<file path="config.mk">
export PLATFORM = sky130hd
export DESIGN_NAME = hwm_readout
export DESIGN_NICKNAME = d
export VERILOG_FILES = /design/src/core/hwm_pkg.sv /design/src/core/hwm_readout.sv
export VERILOG_INCLUDE_DIRS = /design/src /design/src/core
export SDC_FILE = /design/constraint.sdc
export NUM_CORES = 1
export LEC_CHECK = 0
export ABC_AREA = 0
export ABC_CLOCK_PERIOD_IN_PS = 10700
export BUFFER_PORTS_ARGS = -buffer_cell sky130_fd_sc_hd__buf_2
export CAP_MARGIN = 10
export CORE_MARGIN = 3
export CORE_UTILIZATION = 40
export DETAILED_ROUTE_END_ITERATION = 16
export GPL_TIMING_DRIVEN = 0
export HOLD_SLACK_MARGIN = 0.1
export PLACE_DENSITY_LB_ADDON = 0.12
export SLEW_MARGIN = 10
export SYNTH_ARGS = -nofsm -noshare
export SYNTH_HDL_FRONTEND = slang
export SYNTH_SLANG_ARGS = --single-unit
</file>
<file path="constraint.sdc">
create_clock -name clk_i -period 10.7 [get_ports clk_i]
set_input_delay 2.675 -clock clk_i [delete_from_list [all_inputs] [get_ports clk_i]]
set_output_delay 2.675 -clock clk_i [all_outputs]
set_load 0.01 [all_outputs]
</file>
<file path="src/core/hwm_cfg.svh">
`ifndef HWM_CFG_SVH
`define HWM_CFG_SVH
`define HWM_IDX_PORT_DEFAULT   16'h0295
`define HWM_DATA_PORT_DEFAULT  16'h0296
`define HWM_PORT_HIGH_MASK     16'hFFF8
`define HWM_REG_TEMP1          7'h27
`define HWM_REG_TEMP2_HIGH     7'h50
`define HWM_REG_TEMP2_LOW      7'h51
`define HWM_REG_VOLT_BASE      7'h20
`define HWM_REG_FAN_BASE       7'h28
`define HWM_REG_CONFIG         7'h40
`define HWM_REG_ALARM_STATUS   7'h41
`define HWM_REG_ALARM_MASK     7'h43
`define HWM_REG_ROUTE          7'h45
`define HWM_REG_BANK_SEL       7'h4E
`define HWM_REG_HIGH_LIM_BASE  7'h2B
`define HWM_REG_LOW_LIM_BASE   7'h2C
`define HWM_ROUTE_PME_BIT      0
`define HWM_ROUTE_OE_BIT       1
`define HWM_ROUTE_ACPI_BIT     2
`define HWM_CFG_BEEP_BIT       1
`define HWM_CFG_GPO_BIT        2
`define HWM_RST_MASK           8'hFF
`define HWM_RST_HIGH_LIM       8'hFF
`define HWM_RST_LOW_LIM        8'h00
`define HWM_TEMP2_OVT_LIMIT    9'h0AA
`endif

</file>
<file path="src/core/hwm_pkg.sv">
package hwm_pkg;
    typedef struct packed {
        logic        wr;
        logic        rd;
        logic [15:0] addr;
        logic [7:0]  wdata;
    } hwm_io_req_t;

    typedef struct packed {
        logic alarm_event;
        logic pme_route;
        logic out_enable;
        logic acpi_mode;
    } hwm_route_t;
endpackage

</file>
<file path="src/core/hwm_readout.sv">
// Behaviour
// - Event logic gives system-management alarm in legacy mode, power event in ACPI mode; the code ignores the ACPI bit and steers by route select bit 0.
// - Event goes to system-management pin only when route select 0 and enable 1.
// - Event goes to power-event pin only when route select 1 and enable 1.
// - Index port decoded at 295h, data port at 296h; host uses both.
// - Port address bits two to zero come from configuration indices 5h and 6h.
// - Device supplies all port address bits above the selectable low bits.
// - Each voltage reading is 8-bit unsigned code, 16 mV step, 4.096 V full scale.
// - Sensor one reads as 8-bit two's-complement degrees at index 27h.
// - Sensor two is 9-bit; high eight at bank 1 50h, LSB at 51h bit 7.
// - Sensor two uses half-degree steps; sensor one whole degrees.
// - Seven voltages, two fans, two temperatures, one intrusion input readable.
// - Alarm over serial IRQ; dedicated over-temperature and protection pins driven.
// - Voltages compared to upper and lower limits; maskable alarm and optional beep.
`include "hwm_cfg.svh"
module hwm_readout #(
    parameter int NUM_VOLT = 7,
    parameter int NUM_FAN  = 2
) (
    input  wire logic                 clk_i,
    input  wire logic                 sys_rst_i,
    input  wire hwm_pkg::hwm_io_req_t io_req_i,
    output logic [7:0]                io_rdata_o,
    output logic                      io_hit_o,
    input  wire logic [2:0]           idx_low_cfg_i,
    input  wire logic [2:0]           data_low_cfg_i,
    input  wire logic [7:0]           volt_code_i [NUM_VOLT],
    input  wire logic                 volt_valid_i,
    input  wire logic [7:0]           fan_count_i [NUM_FAN],
    input  wire logic [7:0]           temp1_code_i,
    input  wire logic [8:0]           temp2_code_i,
    input  wire logic                 intrusion_i,
    output logic                      system_mgmt_alarm_out_o,
    output logic                      power_event_out_o,
    output logic                      serirq_alarm_o,
    output logic                      overtemp_out_o,
    output logic                      general_protection_out_o,
    output logic                      beep_o
);
    // Register map only has room for these counts
    if (NUM_VOLT != 7 || NUM_FAN != 2) begin : g_bad_counts
        $error("Channel counts must match the register map");
    end

    logic [7:0]  volt_r [NUM_VOLT];
    logic [7:0]  high_lim [NUM_VOLT];
    logic [7:0]  low_lim [NUM_VOLT];
    logic [7:0]  temp1_r;
    logic [8:0]  temp2_r;
    logic [1:0]  intr_sync;
    logic [6:0]  index;
    logic        bank;
    logic [7:0]  config_reg;
    logic [7:0]  alarm_status;
    logic [7:0]  alarm_mask;
    logic [2:0]  route_reg;
    logic [7:0]  next_read;
    logic [15:0] idx_addr;
    logic [15:0] data_addr;
    logic        idx_hit;
    logic        data_hit;
    logic        data_rd;
    logic        data_wr;
    logic [6:0]  out_of_range;
    logic [7:0]  raw_events;
    logic        combined_event;

    // Only the low three bits move; the upper decode is fixed.
    assign idx_addr  = (`HWM_IDX_PORT_DEFAULT & `HWM_PORT_HIGH_MASK) | {13'h0, idx_low_cfg_i};
    assign data_addr = (`HWM_DATA_PORT_DEFAULT & `HWM_PORT_HIGH_MASK) | {13'h0, data_low_cfg_i};
    assign idx_hit   = io_req_i.addr == idx_addr;
    assign data_hit  = io_req_i.addr == data_addr;
    assign data_rd   = io_req_i.rd && data_hit;
    assign data_wr   = io_req_i.wr && data_hit;
    assign io_hit_o  = (io_req_i.rd || io_req_i.wr) && (idx_hit || data_hit);

    always_ff @(posedge clk_i or posedge sys_rst_i) begin
        if (sys_rst_i) begin
            intr_sync <= 2'h0;
        end else begin
            intr_sync <= {intr_sync[0], intrusion_i};
        end
    end

    // Converter results latched as 8-bit, 16 mV codes
    generate
        for (genvar i = 0; i < NUM_VOLT; i++) begin : g_volt
            always_ff @(posedge clk_i or posedge sys_rst_i) begin
                if (sys_rst_i) begin
                    volt_r[i] <= 8'h00;
                end else if (volt_valid_i) begin
                    volt_r[i] <= volt_code_i[i];
                end
            end
            assign out_of_range[i] = volt_r[i] > high_lim[i] || volt_r[i] < low_lim[i];
            always_ff @(posedge clk_i or posedge sys_rst_i) begin
                if (sys_rst_i) begin
                    high_lim[i] <= `HWM_RST_HIGH_LIM;
                    low_lim[i]  <= `HWM_RST_LOW_LIM;
                end else if (data_wr && !bank) begin
                    if (index == `HWM_REG_HIGH_LIM_BASE + 7'(2 * i))
                        high_lim[i] <= io_req_i.wdata;
                    if (index == `HWM_REG_LOW_LIM_BASE + 7'(2 * i))
                        low_lim[i] <= io_req_i.wdata;
                end
            end
        end
    endgenerate

    always_ff @(posedge clk_i or posedge sys_rst_i) begin
        if (sys_rst_i) begin
            temp1_r <= 8'h00;
            temp2_r <= 9'h000;
        end else if (volt_valid_i) begin
            temp1_r <= temp1_code_i;
            temp2_r <= temp2_code_i;
        end
    end

    always_ff @(posedge clk_i or posedge sys_rst_i) begin
        if (sys_rst_i) begin
            index <= 7'h00;
        end else if (io_req_i.wr && idx_hit) begin
            index <= io_req_i.wdata[6:0];
        end
    end

    always_ff @(posedge clk_i or posedge sys_rst_i) begin
        if (sys_rst_i) begin
            bank       <= 1'b0;
            config_reg <= 8'h00;
            alarm_mask <= `HWM_RST_MASK;
            route_reg  <= 3'h0;
        end else if (data_wr) begin
            unique case (index)
                `HWM_REG_BANK_SEL: bank       <= io_req_i.wdata[0];
                `HWM_REG_CONFIG:   config_reg <= io_req_i.wdata;
                `HWM_REG_ALARM_MASK: alarm_mask <= io_req_i.wdata;
                `HWM_REG_ROUTE:    route_reg  <= io_req_i.wdata[2:0];
                default: ;
            endcase
        end
    end

    assign raw_events = {intr_sync[1], out_of_range};

    // Read clears status; a new event in the same cycle still sticks
    always_ff @(posedge clk_i or posedge sys_rst_i) begin
        if (sys_rst_i) begin
            alarm_status <= 8'h00;
        end else if (data_rd && index == `HWM_REG_ALARM_STATUS && !bank) begin
            alarm_status <= raw_events;
        end else begin
            alarm_status <= alarm_status | raw_events;
        end
    end

    assign combined_event = |(alarm_status & ~alarm_mask);

    always_comb begin
        next_read = 8'h00;
        if (bank) begin
            if (index == `HWM_REG_TEMP2_HIGH)
                next_read = temp2_r[8:1];
            else if (index == `HWM_REG_TEMP2_LOW)
                next_read = {temp2_r[0], 7'h00};
            else if (index == `HWM_REG_BANK_SEL)
                next_read = {7'h00, bank};
        end else begin
            for (int i = 0; i < NUM_VOLT; i++) begin
                if (index == `HWM_REG_VOLT_BASE + 7'(i))
                    next_read = volt_r[i];
                if (index == `HWM_REG_HIGH_LIM_BASE + 7'(2 * i))
                    next_read = high_lim[i];
                if (index == `HWM_REG_LOW_LIM_BASE + 7'(2 * i))
                    next_read = low_lim[i];
            end
            for (int f = 0; f < NUM_FAN; f++) begin
                if (index == `HWM_REG_FAN_BASE + 7'(f))
                    next_read = fan_count_i[f];
            end
            unique case (index)
                `HWM_REG_TEMP1:        next_read = temp1_r;
                `HWM_REG_CONFIG:       next_read = config_reg;
                `HWM_REG_ALARM_STATUS: next_read = alarm_status;
                `HWM_REG_ALARM_MASK:   next_read = alarm_mask;
                `HWM_REG_ROUTE:        next_read = {5'h00, route_reg};
                `HWM_REG_BANK_SEL:     next_read = {7'h00, bank};
                default: ;
            endcase
        end
    end

    always_ff @(posedge clk_i or posedge sys_rst_i) begin
        if (sys_rst_i) begin
            io_rdata_o <= 8'h00;
        end else if (io_req_i.rd && idx_hit) begin
            io_rdata_o <= {1'b0, index};
        end else if (data_rd) begin
            io_rdata_o <= next_read;
        end
    end

    always_ff @(posedge clk_i or posedge sys_rst_i) begin
        if (sys_rst_i) begin
            system_mgmt_alarm_out_o  <= 1'b0;
            power_event_out_o        <= 1'b0;
            serirq_alarm_o           <= 1'b0;
            overtemp_out_o           <= 1'b0;
            general_protection_out_o <= 1'b0;
            beep_o                   <= 1'b0;
        end else begin
            // Route select (PME bit) steering of the single event, gated by enable; ACPI bit unused
            system_mgmt_alarm_out_o <= combined_event && !route_reg[`HWM_ROUTE_PME_BIT]
                                       && route_reg[`HWM_ROUTE_OE_BIT];
            power_event_out_o <= combined_event && route_reg[`HWM_ROUTE_PME_BIT]
                                 && route_reg[`HWM_ROUTE_OE_BIT];
            serirq_alarm_o <= combined_event && !route_reg[`HWM_ROUTE_PME_BIT]
                              && route_reg[`HWM_ROUTE_OE_BIT];
            overtemp_out_o <= $signed(temp2_r) > $signed(`HWM_TEMP2_OVT_LIMIT);
            general_protection_out_o <= combined_event && config_reg[`HWM_CFG_GPO_BIT];
            beep_o <= combined_event && config_reg[`HWM_CFG_BEEP_BIT];
        end
    end
endmodule

</file>
==> flow_metrics.py, run 1 <==
metrics = {
    "logic_synthesis": {
        "yosysWarningCount": 0,
        "mappedNetlistArea_um2": 14120,
        "syn_avg_cell_area_um2": 10.51,
        "yosys.area_share.adder_pct": 9.307,
        "muxShareOfSynthArea_pct": 16.78,
        "syn_nets": 1573,
        "synth_seq_area_share_pct": 42.23,
        "ys_types": 76,
        "ys_seq_elements": 235,
        "post_synth_inst_count": 1343,
        "synth_top_family_by_area": "multiplexers",
        "post_synth_and_or_nand_nor_area_fraction_pct": 10.52,
        "synth_compound_area_share_pct": 15.78,
        "asyncSetResetFlopFracSynth_pct": 100.0,
        "ys.flop_type": "dfrtp_1",
        "number_of_enable_type_register_cells_in_the_synthesized_netlist": 0,
        "synth-xor-area-share_pct": 0.3723,
    },
    "sta": {
        "finalWorstSetupSlack_ps": 3770,
        "finalClockSkew_ps": 13.37,
        "maxSlewViolCount": 0,
        "min_period_ps": 6930,
        "min_period_over_period_pct": 64.77,
        "final-setup-viol-count": 0,
        "clock.fmax_ghz": 0.1443,
        "timing.max_slew.rel_slack_pct": 15.18,
        "timing.final.hold_violations": 0,
        "unrepaired_setup_endpoints_after_global_routing": "no",
        "timing_worst_slew_pin_value_ps": 1255,
    },
    "grt": {
        "grt_usage_pct": 25.68,
        "busiest_layer": "met2",
        "gr-usage-met3_pct": 4.188,
        "global_route_track_usage_on_met2_pct": 39.60,
        "first_global_vias": 11430,
        "grt_start_max_net_pins": 102,
        "globalRouteMet1Util_pct": 36.57,
        "overflow": 0,
        "global_route_wire_length_before_repair_um": 73900,
        "grt_antenna_before_repair": 3,
    },
    "layout": {
        "fin_nets": 1743,
        "finalCoreUtilization_pct": 47.24,
        "biggestRegsByFlops": "high_lim (56), low_lim (56), volt_r (56)",
        "final_area_um2": 16360,
        "fillerInstances": 3286,
        "areaGrowthSynthToFinish_pct": 15.88,
        "drive_above_1_share_pct": 31.53,
    },
    "worst_hold_path": {
        "hp-class": "flip-flop to flip-flop",
        "hold_path.startpoint": "intr_sync[0]$_DFF_PP0_",
    },
    "power_and_ir_drop": {
        "p_leak_uw": 0.007150,
        "cellInternalPower_uw": 1594,
        "power_density_nw_per_um2": 130.6,
        "swShare_pct": 25.38,
        "worst_ir_drop_vdd_v": 0.0001165,
        "power.share.clock_pct": 45.4,
        "switchingPower_uw": 542.1,
        "pwr-share-seq_pct": 44.9,
        "share_comb_of_total_power_pct": 9.7,
    },
    "floorplanning": {
        "area_inside_the_core_boundary_um2": 34630,
        "die_outline_area_um2": 37580,
        "num_io_pins": 140,
        "initial_core_util_pct": 40.76,
        "fp-row-count": 68,
        "die_width_um": 193.9,
        "die_h_um": 193.9,
    },
    "drt": {
        "number_of_nets_still_failing_antenna_checks_after_routing": 0,
        "drt-pass1-iter-count": 5,
        "initialDrtViolationCount": 1092,
        "post-route-drc-count": 0,
        "drt-total-wl_um": 49740,
        "vias_per_cell": 5.866,
        "post_drt_wl_per_cell_um": 24.98,
        "dr_total_vias": 11680,
    },
    "clocking": {
        "clockRootBuffer": "clkbuf_16",
        "clock_tree.buffer_depth": 3,
        "quantity_of_gates_resized_following_cts": 0,
        "ctsHoldBuffers": 0,
        "clock_tree.htree_level_count": 1,
        "cts_inserted_buffers": 29,
        "numClockSinks": 235,
        "cts_setup_buffers": 0,
        "worst_setup_hold_path_clk_slew_ps": 60,
        "latest_clock_arrival_within_the_worst_skew_pair_ps": 550,
        "tritoncts": "yes",
    },
    "placed_design": {
        "place.gp.congestion": 0.9664,
        "place.port_buffers": 136,
        "dp_hpwl_um": 37650,
        "place_ws_ps": 3778,
        "placedInstanceArea_um2": 15430,
    },
    "critical_path": {
        "cp.arrival_ps": 4260,
        "timing.critical_path.fanout_max": 8,
        "timing.rr.start": "index[3]$_DFFE_PP0P_",
        "path_class": "primary input to output port",
        "cp.required_ps": 8030,
        "cp_capture_type": "output port",
        "timing.critical_path.from": "io_req_i[19]",
        "start_kind": "primary input",
    },
    "status": {
        "run_status": "completed",
    },
    "flow_run": {
        "cap_violations": 0,
    },
}
==> logic make-up after synthesis <==
family / Yosys count
compound gates: 330
simple gates: 273
flops: 235
mux: 211
buf+inv: 183
fa+ha+maj: 105
xor+xnor: 6
==> worst max-delay path, stage by stage <==
cell,delay [ps]
buf_2,100
nor4b_2,300
nand4_2,250
nor4_4,600
o22a_1,190
buf_2,120
==> worst paths after layout <==
kind                                        endpoint  slack (ps)  cells after the start
setup / recovery                            io_hit_o        3770                      6
min in group asynchronous     intr_sync[0]$_DFF_PP0_        2140                      2
setup reg to reg           alarm_status[5]$_DFF_PP0_        6850                      7
hold / removal                intr_sync[1]$_DFF_PP0_         390                      0
max in group asynchronous  alarm_mask[5]$_DFFE_PP1P_        7360                      4
hold reg to reg               intr_sync[1]$_DFF_PP0_         390                      0
==> metal layers <==
layer	part of all wire, %	vias up	routed length, um
met3	6.8	97	3366
met1	45	5847	22270
li1	-	5292	-
met4	4.1	2	2060
met2	44	441	22030
met5	0.026	-	13
==> per-stage QoR <==
step | hold WS (ps) | total power, uW | std cells | setup TNS (ps)
final | 385.7 | 2136 | 1991 | 0
after global routing | 393.2 | 2224 | 1990 | 0
after CTS | 389.9 | 2156 | 1990 | 0
after detailed placement | 358.3 | 1182 | 1937 | 0
after global placement | 390.6 | 1173 | 1934 | -222890
after floorplan | 331.2 | 1083 | 1343 | 0
==> Yosys cell counts, types with 10 or more instances <==
master    number  area share, %
ha_1         105            9.3
nand3_1       19           0.67
dfstp_2       64             12
dfrtp_1      171             30
a211o_1       14           0.87
nand2_1       73            1.9
nor2_1        66            1.8
a31oi_1       10           0.44
o21a_1        14           0.74
buf_2         12           0.43
o22ai_1       18           0.80
a22oi_1       20            1.1
nand4_1       15           0.66
a21o_1        21            1.1
a21oi_1       62            2.2
nand2b_1      11           0.49
clkbuf_1      47            1.2
mux2_2       205             16
a211oi_1      12           0.64
inv_1        119            3.2
nor2b_1       12           0.53
o21ai_0       73            2.6
a221oi_1      20            1.2
==> power by group through the flow <==
stage | Combinational, uW | Clock [uW] | Sequential, uW
after floorplan | 130 | 0 | 953
after global placement | 200 | 0 | 973
after detailed placement | 209 | 0 | 974
after CTS | 210 | 987 | 959
after global routing | 236 | 1030 | 962
final | 208 | 969 | 959
==> cell usage in the layout, fill, tap and decap left out, types with 7 or more instances in the layout <==
cell type  netlist  final
mux2_2         205    205
dfrtp_1        171    171
buf_2           12    148
inv_1          119    118
ha_1           105    105
nand2_1         73     73
o21ai_0         73     73
nor2_1          66     66
dfstp_2         64     64
a21oi_1         62     62
clkbuf_1        47     60
clkbuf_16        0     29
a21o_1          21     21
a221oi_1        20     20
a22oi_1         20     20
nand3_1         19     19
o22ai_1         18     18
nand4_1         15     15
a211o_1         14     14
o21a_1          14     14
nor2b_1         12     12
a211oi_1        12     12
nand2b_1        11     11
a31oi_1         10     10
nor3_1           8      8
or3_1            8      8
a21boi_0         8      8
a221o_1          8      8
o221ai_1         8      8
and2_1           7      7
and3_1           7      7
==> layout make-up <==
class	instances	area, um2	share of cell area [%]
Inverter	119	454.2	2.777
Buffer	64	261.5	1.599
Clock inverter	6	80.08	0.4895
Clock buffer	47	843.3	5.155
Multi-Input combinational cell	925	7447	45.53
Antenna cell	1	2.502	0.01530
Timing Repair Buffer	139	739.5	4.520
Tap cell	455	569.3	3.480
Sequential cell	235	5961	36.44
Note: power is estimated with default switching activity, not from simulation.
==> run 2, diff against run 1 <==
- ABC_AREA: 0 -> 1
- ABC_CLOCK_PERIOD_IN_PS: 10700 -> 5650
- clock period: 10.7 -> 5.65 ns (I/O delays scaled with it)
==> run 2 against run 1 <==
Largest power group is now sequential cells. Final area is 1.1% lower. Global-route usage down 2.0 points. Clock power up 84%. Register-to-register slack got worse by 4300 ps. Critical path type unchanged. Wire length down 13%.
==> flow_metrics.py, run 2 <==
metrics = {
    "sta": {
        "min_period_ps": 4835,
        "timing_worst_slew_pin_value_ps": 1024,
        "final-setup-viol-count": 0,
        "clock.fmax_ghz": 0.2068,
        "min_period_over_period_pct": 85.58,
        "unrepaired_setup_endpoints_after_global_routing": "no",
        "finalClockSkew_ps": 9.195,
        "timing.max_slew.rel_slack_pct": 31.74,
        "timing.final.hold_violations": 0,
        "maxSlewViolCount": 0,
        "setup_tns_ps": 0,
    },
    "logic_synthesis": {
        "ys_top_cells_by_area": "dfrtp_1, dfstp_2, nand2_1",
        "mappedNetlistArea_um2": 13870,
        "library_cell_with_the_highest_instance_count_after_synthesis": "nand2_1",
        "yosys-top-cells-count": "nand2_1, inv_1, dfrtp_1",
        "ys_types": 53,
        "post_synth_inst_count": 1706,
        "synth_largest_type_area_fraction_pct": 30.85,
        "syn_nets": 1936,
        "synth_area_leader_cell": "dfrtp_1",
        "asyncSetResetFlopFracSynth_pct": 100.0,
        "ys_seq_elements": 235,
        "number_of_enable_type_register_cells_in_the_synthesized_netlist": 0,
        "ys.flop_type": "dfrtp_1",
        "yosysWarningCount": 0,
        "synth_seq_area_share_pct": 42.98,
        "syn_avg_cell_area_um2": 8.130,
    },
    "layout": {
        "drive_above_1_share_pct": 19.23,
        "mostFrequentLayoutCell": "nand2_1",
        "layout_common_cells": "nand2_1, inv_1, dfrtp_1",
        "diodes_inserted": 0,
        "areaGrowthSynthToFinish_pct": 16.59,
        "final_std_cells_w_o_fill": 2351,
        "fin_nets": 2111,
        "final_area_um2": 16170,
        "biggestRegsByFlops": "high_lim (56), low_lim (56), volt_r (56)",
    },
    "worst_hold_path": {
        "hold_path_end": "alarm_status[7]$_DFF_PP0_",
        "hp-class": "flip-flop to flip-flop",
        "holdPathStages": 1,
        "hold_path.startpoint": "intr_sync[1]$_DFF_PP0_",
    },
    "critical_path": {
        "timing.rr.start": "index[3]$_DFFE_PP0P_",
        "path_class": "primary input to output port",
        "cp.required_ps": 4240,
        "r2r.worst_path.cells": 19,
        "regToRegSetupSlack_ps": 2590,
        "timing.critical_path.slowest_stage_cell": "or4_4",
        "cell_chain_critical_path": "buf_2, nor2_1, and3_1, inv_1, or4_4, a2111oi_4, clkbuf_1, o22a_1, buf_2",
        "timing.critical_path.fanout_max": 10,
        "worstReg2RegEnd": "io_rdata_o[1]$_DFFE_PP0P_",
        "cp.arrival_ps": 3420,
        "critical_path.max_stage_delay_ps": 430,
        "start_kind": "primary input",
        "critical_path.top_delay_family": "simple AND/OR/NAND/NOR gates",
        "cp_capture_type": "output port",
        "crit_buf_inv": 4,
        "critical-path-top-cell-by-count": "buf_2",
    },
    "clocking": {
        "quantity_of_gates_resized_following_cts": 0,
        "latest_clock_arrival_within_the_worst_skew_pair_ps": 550,
        "clock_tree.htree_level_count": 1,
        "ctsHoldBuffers": 0,
        "worst_setup_hold_path_clk_slew_ps": 50,
        "clockRootBuffer": "clkbuf_16",
        "cts_inserted_buffers": 29,
        "numClockSinks": 235,
        "cts_setup_buffers": 0,
        "clock_tree.buffer_depth": 3,
        "tritoncts": "yes",
    },
    "placed_design": {
        "numPlacedInstances": 2298,
        "place.port_buffers": 137,
        "placedInstanceArea_um2": 15260,
        "place.gp.congestion": 0.8578,
        "dp_hpwl_um": 33030,
    },
    "power_and_ir_drop": {
        "worst_ir_drop_vdd_v": 0.0002069,
        "p_leak_uw": 0.007206,
        "power_density_nw_per_um2": 245.7,
        "total_power_uw": 3973,
    },
    "grt": {
        "global_route_wire_length_before_repair_um": 67750,
        "grt_usage_pct": 23.69,
        "overflow": 0,
        "first_global_vias": 12060,
        "grt_start_max_net_pins": 38,
        "grt_antenna_before_repair": 0,
    },
    "floorplanning": {
        "area_inside_the_core_boundary_um2": 33870,
        "die_width_um": 192.2,
        "initial_core_util_pct": 40.95,
        "fp-row-count": 67,
        "die_h_um": 192.2,
        "num_io_pins": 140,
        "die_outline_area_um2": 36940,
    },
    "drt": {
        "drt-pass1-iter-count": 5,
        "dr_total_vias": 12220,
        "drt-total-wl_um": 43260,
        "post-route-drc-count": 0,
        "initialDrtViolationCount": 803,
        "post_drt_wl_per_cell_um": 18.40,
        "vias_per_cell": 5.196,
        "number_of_nets_still_failing_antenna_checks_after_routing": 0,
    },
    "status": {
        "run_status": "completed",
    },
    "flow_run": {
        "cap_violations": 0,
    },
}
==> run 2: cell types whose count changed in the layout (fill, tap and decap cells not counted), moves of 12 or more <==
cell,delta
inv_2,+18
nand3_1,+36
mux2_2,-166
nand4_1,+20
inv_1,+133
a22oi_1,-15
o21ai_1,+108
o21ai_0,+59
a211o_1,-14
nand2_1,+352
clkbuf_1,-17
nor2b_1,-12
a21o_1,-20
==> run 2: worst max path at each step <==
stage / from / end / slack, ps / depth (start not counted)
floorplan: sys_rst_i / alarm_status[0]$_DFF_PP0_ / 1210 / 1
global placement: sys_rst_i / io_rdata_o[4]$_DFFE_PP0P_ / -460 / 2
detailed placement: io_req_i[13] / io_hit_o / 860 / 9
CTS: io_req_i[13] / io_hit_o / 840 / 9
global route: io_req_i[13] / io_hit_o / 660 / 9
finish: io_req_i[13] / io_hit_o / 810 / 9
==> run 2: where the power goes <==
part | total [uW] | switching, uW | internal [uW] | leakage [uW]
combinational | 392 | 230 | 163 | 0.00392
clock | 1780 | 725 | 1060 | 0.000443
sequential | 1800 | 59.9 | 1740 | 0.00285
total | 3970 | 1010 | 2960 | 0.00721
==> run 2: cells by family (layout without fill, tap and decap cells) <==
group	after synthesis	count (layout)	synth area share (%)
simple gates	636	636	20.41
xor+xnor	1	1	0.06316
buf+inv	321	518	9.156
compound gates	369	369	14.76
flops	235	235	42.98
mux	39	39	3.166
fa+ha+maj	105	105	9.472
==> run 2: area by class of cell <==
cell class	instances	area, um2
multi-input cells	1150	6648
clock buffers	47	843.3
repair buffers	144	825.8
well taps	448	560.5
inverters	272	1025
plain buffers	49	249.0
clock inverters	6	58.81
flip-flops and latches	235	5961
fillers	3454	17700
==> run 2: stage by stage <==
step | util, % | setup slack (ps) | hold slack [ps]
6_report | 47.75 | 814.9 | 446.4
5_1_grt | 47.75 | 663.7 | 449.1
3_5_place_dp | 45.06 | 855.6 | 416.1
2_1_floorplan | - | 1212 | 331.2
4_1_cts | 47.72 | 843.1 | 433.6
3_3_place_gp | 44.64 | -462.7 | 421.0
==> run 2: routing by layer <==
metal | vias up | GRT usage (%) | wire, um
met1 | 5818 | 32.06 | 19450
met3 | 80 | 4.070 | 2478
met5 | - | 0 | 0
li1 | 5990 | - | -
met4 | 0 | 6.893 | 1336
met2 | 327 | 39.00 | 19990
==> run 2: worst register-to-register path: cells and delay by family, from the launching register on <==
family	cells	cell delay [ps]
AOI/OAI and AO/OA	1	190
DFF	1	470
and+or+nand+nor	18	2310
==> run 3, diff against run 2 <==
--- a/config.mk
+++ b/config.mk
@@ -13,4 +13,5 @@
 export CORE_MARGIN = 3
 export CORE_UTILIZATION = 40
+export CTS_BUF_LIST = sky130_fd_sc_hd__clkbuf_8
 export DETAILED_ROUTE_END_ITERATION = 16
 export GPL_TIMING_DRIVEN = 0
==> constraint.sdc (replaced) <==
create_clock -name clk_i -period 5.65 [get_ports clk_i]
set_input_delay 1.4125 -clock clk_i [delete_from_list [all_inputs] [get_ports clk_i]]
set_output_delay 1.4125 -clock clk_i [all_outputs]
set_load 0.1 [all_outputs]
==> run 3 against run 2 <==
Non-clock buffer count unchanged. Utilization is 0.089 points higher. Final cell count grew 1.1%. Worst setup slack worse by 300 ps. Clock skew increased by 4.7 ps. First-iteration DRC count unchanged. Total power down 0.41%. Sequential power is essentially flat. Global-route usage rose by 0.21 points. Maximum frequency down 5.8%. Clock power about the same. Sequential share of layout area is 0.068 points lower.
==> flow_metrics.py, run 3 (same netlist as run 2, synthesis figures left out) <==
metrics = {
    "status": {
        "run_status": "completed",
    },
    "sta": {
        "min_period_ps": 5134,
        "whs_ps": 446.0,
        "min_period_over_period_pct": 90.87,
        "clock.fmax_ghz": 0.1948,
        "unrepaired_setup_endpoints_after_global_routing": "no",
        "timing.max_slew.rel_slack_pct": 32.09,
        "final-setup-viol-count": 0,
        "maxSlewViolCount": 0,
        "timing_worst_slew_pin_value_ps": 1019,
        "timing.final.hold_violations": 0,
        "finalClockSkew_ps": 13.91,
    },
    "placed_design": {
        "place.port_buffers": 137,
        "dp_hpwl_um": 33030,
        "place.gp.congestion": 0.8578,
        "placedInstanceArea_um2": 15260,
    },
    "floorplanning": {
        "fp-row-count": 67,
        "die_width_um": 192.2,
        "die_h_um": 192.2,
        "die_outline_area_um2": 36940,
        "initial_core_util_pct": 40.95,
        "area_inside_the_core_boundary_um2": 33870,
        "num_io_pins": 140,
    },
    "grt": {
        "grt_start_max_net_pins": 38,
        "first_global_vias": 12170,
        "global_route_wire_length_before_repair_um": 68210,
        "overflow": 0,
        "grt_usage_pct": 23.90,
        "grt_antenna_before_repair": 0,
    },
    "drt": {
        "post-route-drc-count": 0,
        "drt-total-wl_um": 43500,
        "number_of_nets_still_failing_antenna_checks_after_routing": 0,
        "vias_per_cell": 5.144,
        "post_drt_wl_per_cell_um": 18.30,
        "initialDrtViolationCount": 803,
        "drt-pass1-iter-count": 5,
        "dr_total_vias": 12230,
    },
    "power_and_ir_drop": {
        "swShare_pct": 26.43,
        "p_leak_uw": 0.007306,
        "share_comb_of_total_power_pct": 10.0,
        "cellInternalPower_uw": 2911,
        "power.share.clock_pct": 44.6,
        "pwr-share-seq_pct": 45.4,
        "switchingPower_uw": 1046,
        "power_density_nw_per_um2": 244.2,
        "worst_ir_drop_vdd_v": 0.0001365,
    },
    "clocking": {
        "numClockSinks": 235,
        "tritoncts": "yes",
        "cts_setup_buffers": 0,
        "clock_tree.htree_level_count": 2,
        "clock_tree.buffer_depth": 3,
        "quantity_of_gates_resized_following_cts": 0,
        "worst_setup_hold_path_clk_slew_ps": 60,
        "clockRootBuffer": "clkbuf_8",
        "ctsHoldBuffers": 0,
        "latest_clock_arrival_within_the_worst_skew_pair_ps": 570,
        "cts_inserted_buffers": 44,
    },
    "critical_path": {
        "regToRegSetupSlack_ps": 2580,
        "worstReg2RegEnd": "io_rdata_o[1]$_DFFE_PP0P_",
        "cp_capture_type": "output port",
        "critical_path.max_stage_delay_ps": 440,
        "start_kind": "primary input",
        "timing.critical_path.slowest_stage_cell": "buf_2",
        "cp.required_ps": 4240,
        "cp.arrival_ps": 3720,
        "timing.rr.start": "index[3]$_DFFE_PP0P_",
        "r2r.worst_path.cells": 19,
        "path_class": "primary input to output port",
        "critical-path-top-cell-by-count": "buf_2",
        "timing.critical_path.fanout_max": 10,
        "cell_chain_critical_path": "buf_2, nor2_1, and3_1, inv_1, or4_4, a2111oi_4, clkbuf_1, o22a_1, buf_2",
    },
    "flow_run": {
        "cap_violations": 0,
    },
    "layout": {
        "biggestRegsByFlops": "high_lim (56), low_lim (56), volt_r (56)",
        "areaGrowthSynthToFinish_pct": 16.81,
        "layout_common_cells": "nand2_1, inv_1, dfrtp_1",
        "final_area_um2": 16200,
        "diodes_inserted": 0,
        "drive_above_1_share_pct": 20.17,
        "fillerInstances": 3457,
        "mostFrequentLayoutCell": "nand2_1",
        "fin_nets": 2126,
    },
    "worst_hold_path": {
        "hold_path_end": "alarm_status[7]$_DFF_PP0_",
        "holdPathStages": 1,
        "hp-class": "flip-flop to flip-flop",
        "hold_path.startpoint": "intr_sync[1]$_DFF_PP0_",
    },
}
==> run 3: layout make-up <==
cell class / count / area [um2] / area share [%]
Sequential cell: 235 / 5961 / 36.79
Timing Repair Buffer: 144 / 825.8 / 5.097
Tap cell: 448 / 560.5 / 3.460
Inverter: 272 / 1025 / 6.325
Buffer: 49 / 249.0 / 1.537
Clock inverter: 24 / 175.2 / 1.081
Clock buffer: 55 / 757.0 / 4.673
Multi-Input combinational cell: 1150 / 6648 / 41.03
==> run 3: critical path, delay by kind of cell <==
family          cells  cell delay (ps)
compound gates      2              610
buf+inv             4              970
simple gates        3              720
==> run 3: worst max path at each step <==
stage / from / end / slack (ps) / depth (start not counted)
floorplan: io_req_i[13] / io_hit_o / 690 / 7
global placement: sys_rst_i / io_rdata_o[4]$_DFFE_PP0P_ / -460 / 2
detailed placement: io_req_i[13] / io_hit_o / 560 / 9
CTS: io_req_i[13] / io_hit_o / 550 / 9
global route: io_req_i[13] / io_hit_o / 370 / 9
finish: io_req_i[13] / io_hit_o / 520 / 9
==> run 3: metal layers <==
metal,GRT usage [%],vias to the layer above,share of wire [%],wire (um)
met5,0,-,0,0
met4,6.809,0,2.5,1106
met3,4.143,83,5.7,2487
met2,39.51,329,46,20220
met1,32.27,5794,45,19680
li1,-,6022,-,-
==> run 3: stage by stage <==
step	setup WS [ps]	power, uW	TNS (ps)	std cells	utilization, %
2_1_floorplan	688.1	2043	0	1706	-
3_3_place_gp	-462.7	2201	-74020	2291	44.64
3_5_place_dp	558.2	2225	0	2298	45.06
4_1_cts	545.5	4007	0	2377	47.81
5_1_grt	366.9	4156	0	2377	47.84
6_report	515.8	3957	0	2377	47.84
==> run 3: power by group through the flow <==
stage | logic, uW | clock network, uW | registers [uW]
after floorplan | 240 | 0 | 1800
final | 396 | 1760 | 1800
after global routing | 454 | 1900 | 1800
after detailed placement | 401 | 0 | 1820
after CTS | 403 | 1810 | 1800
after global placement | 375 | 0 | 1830
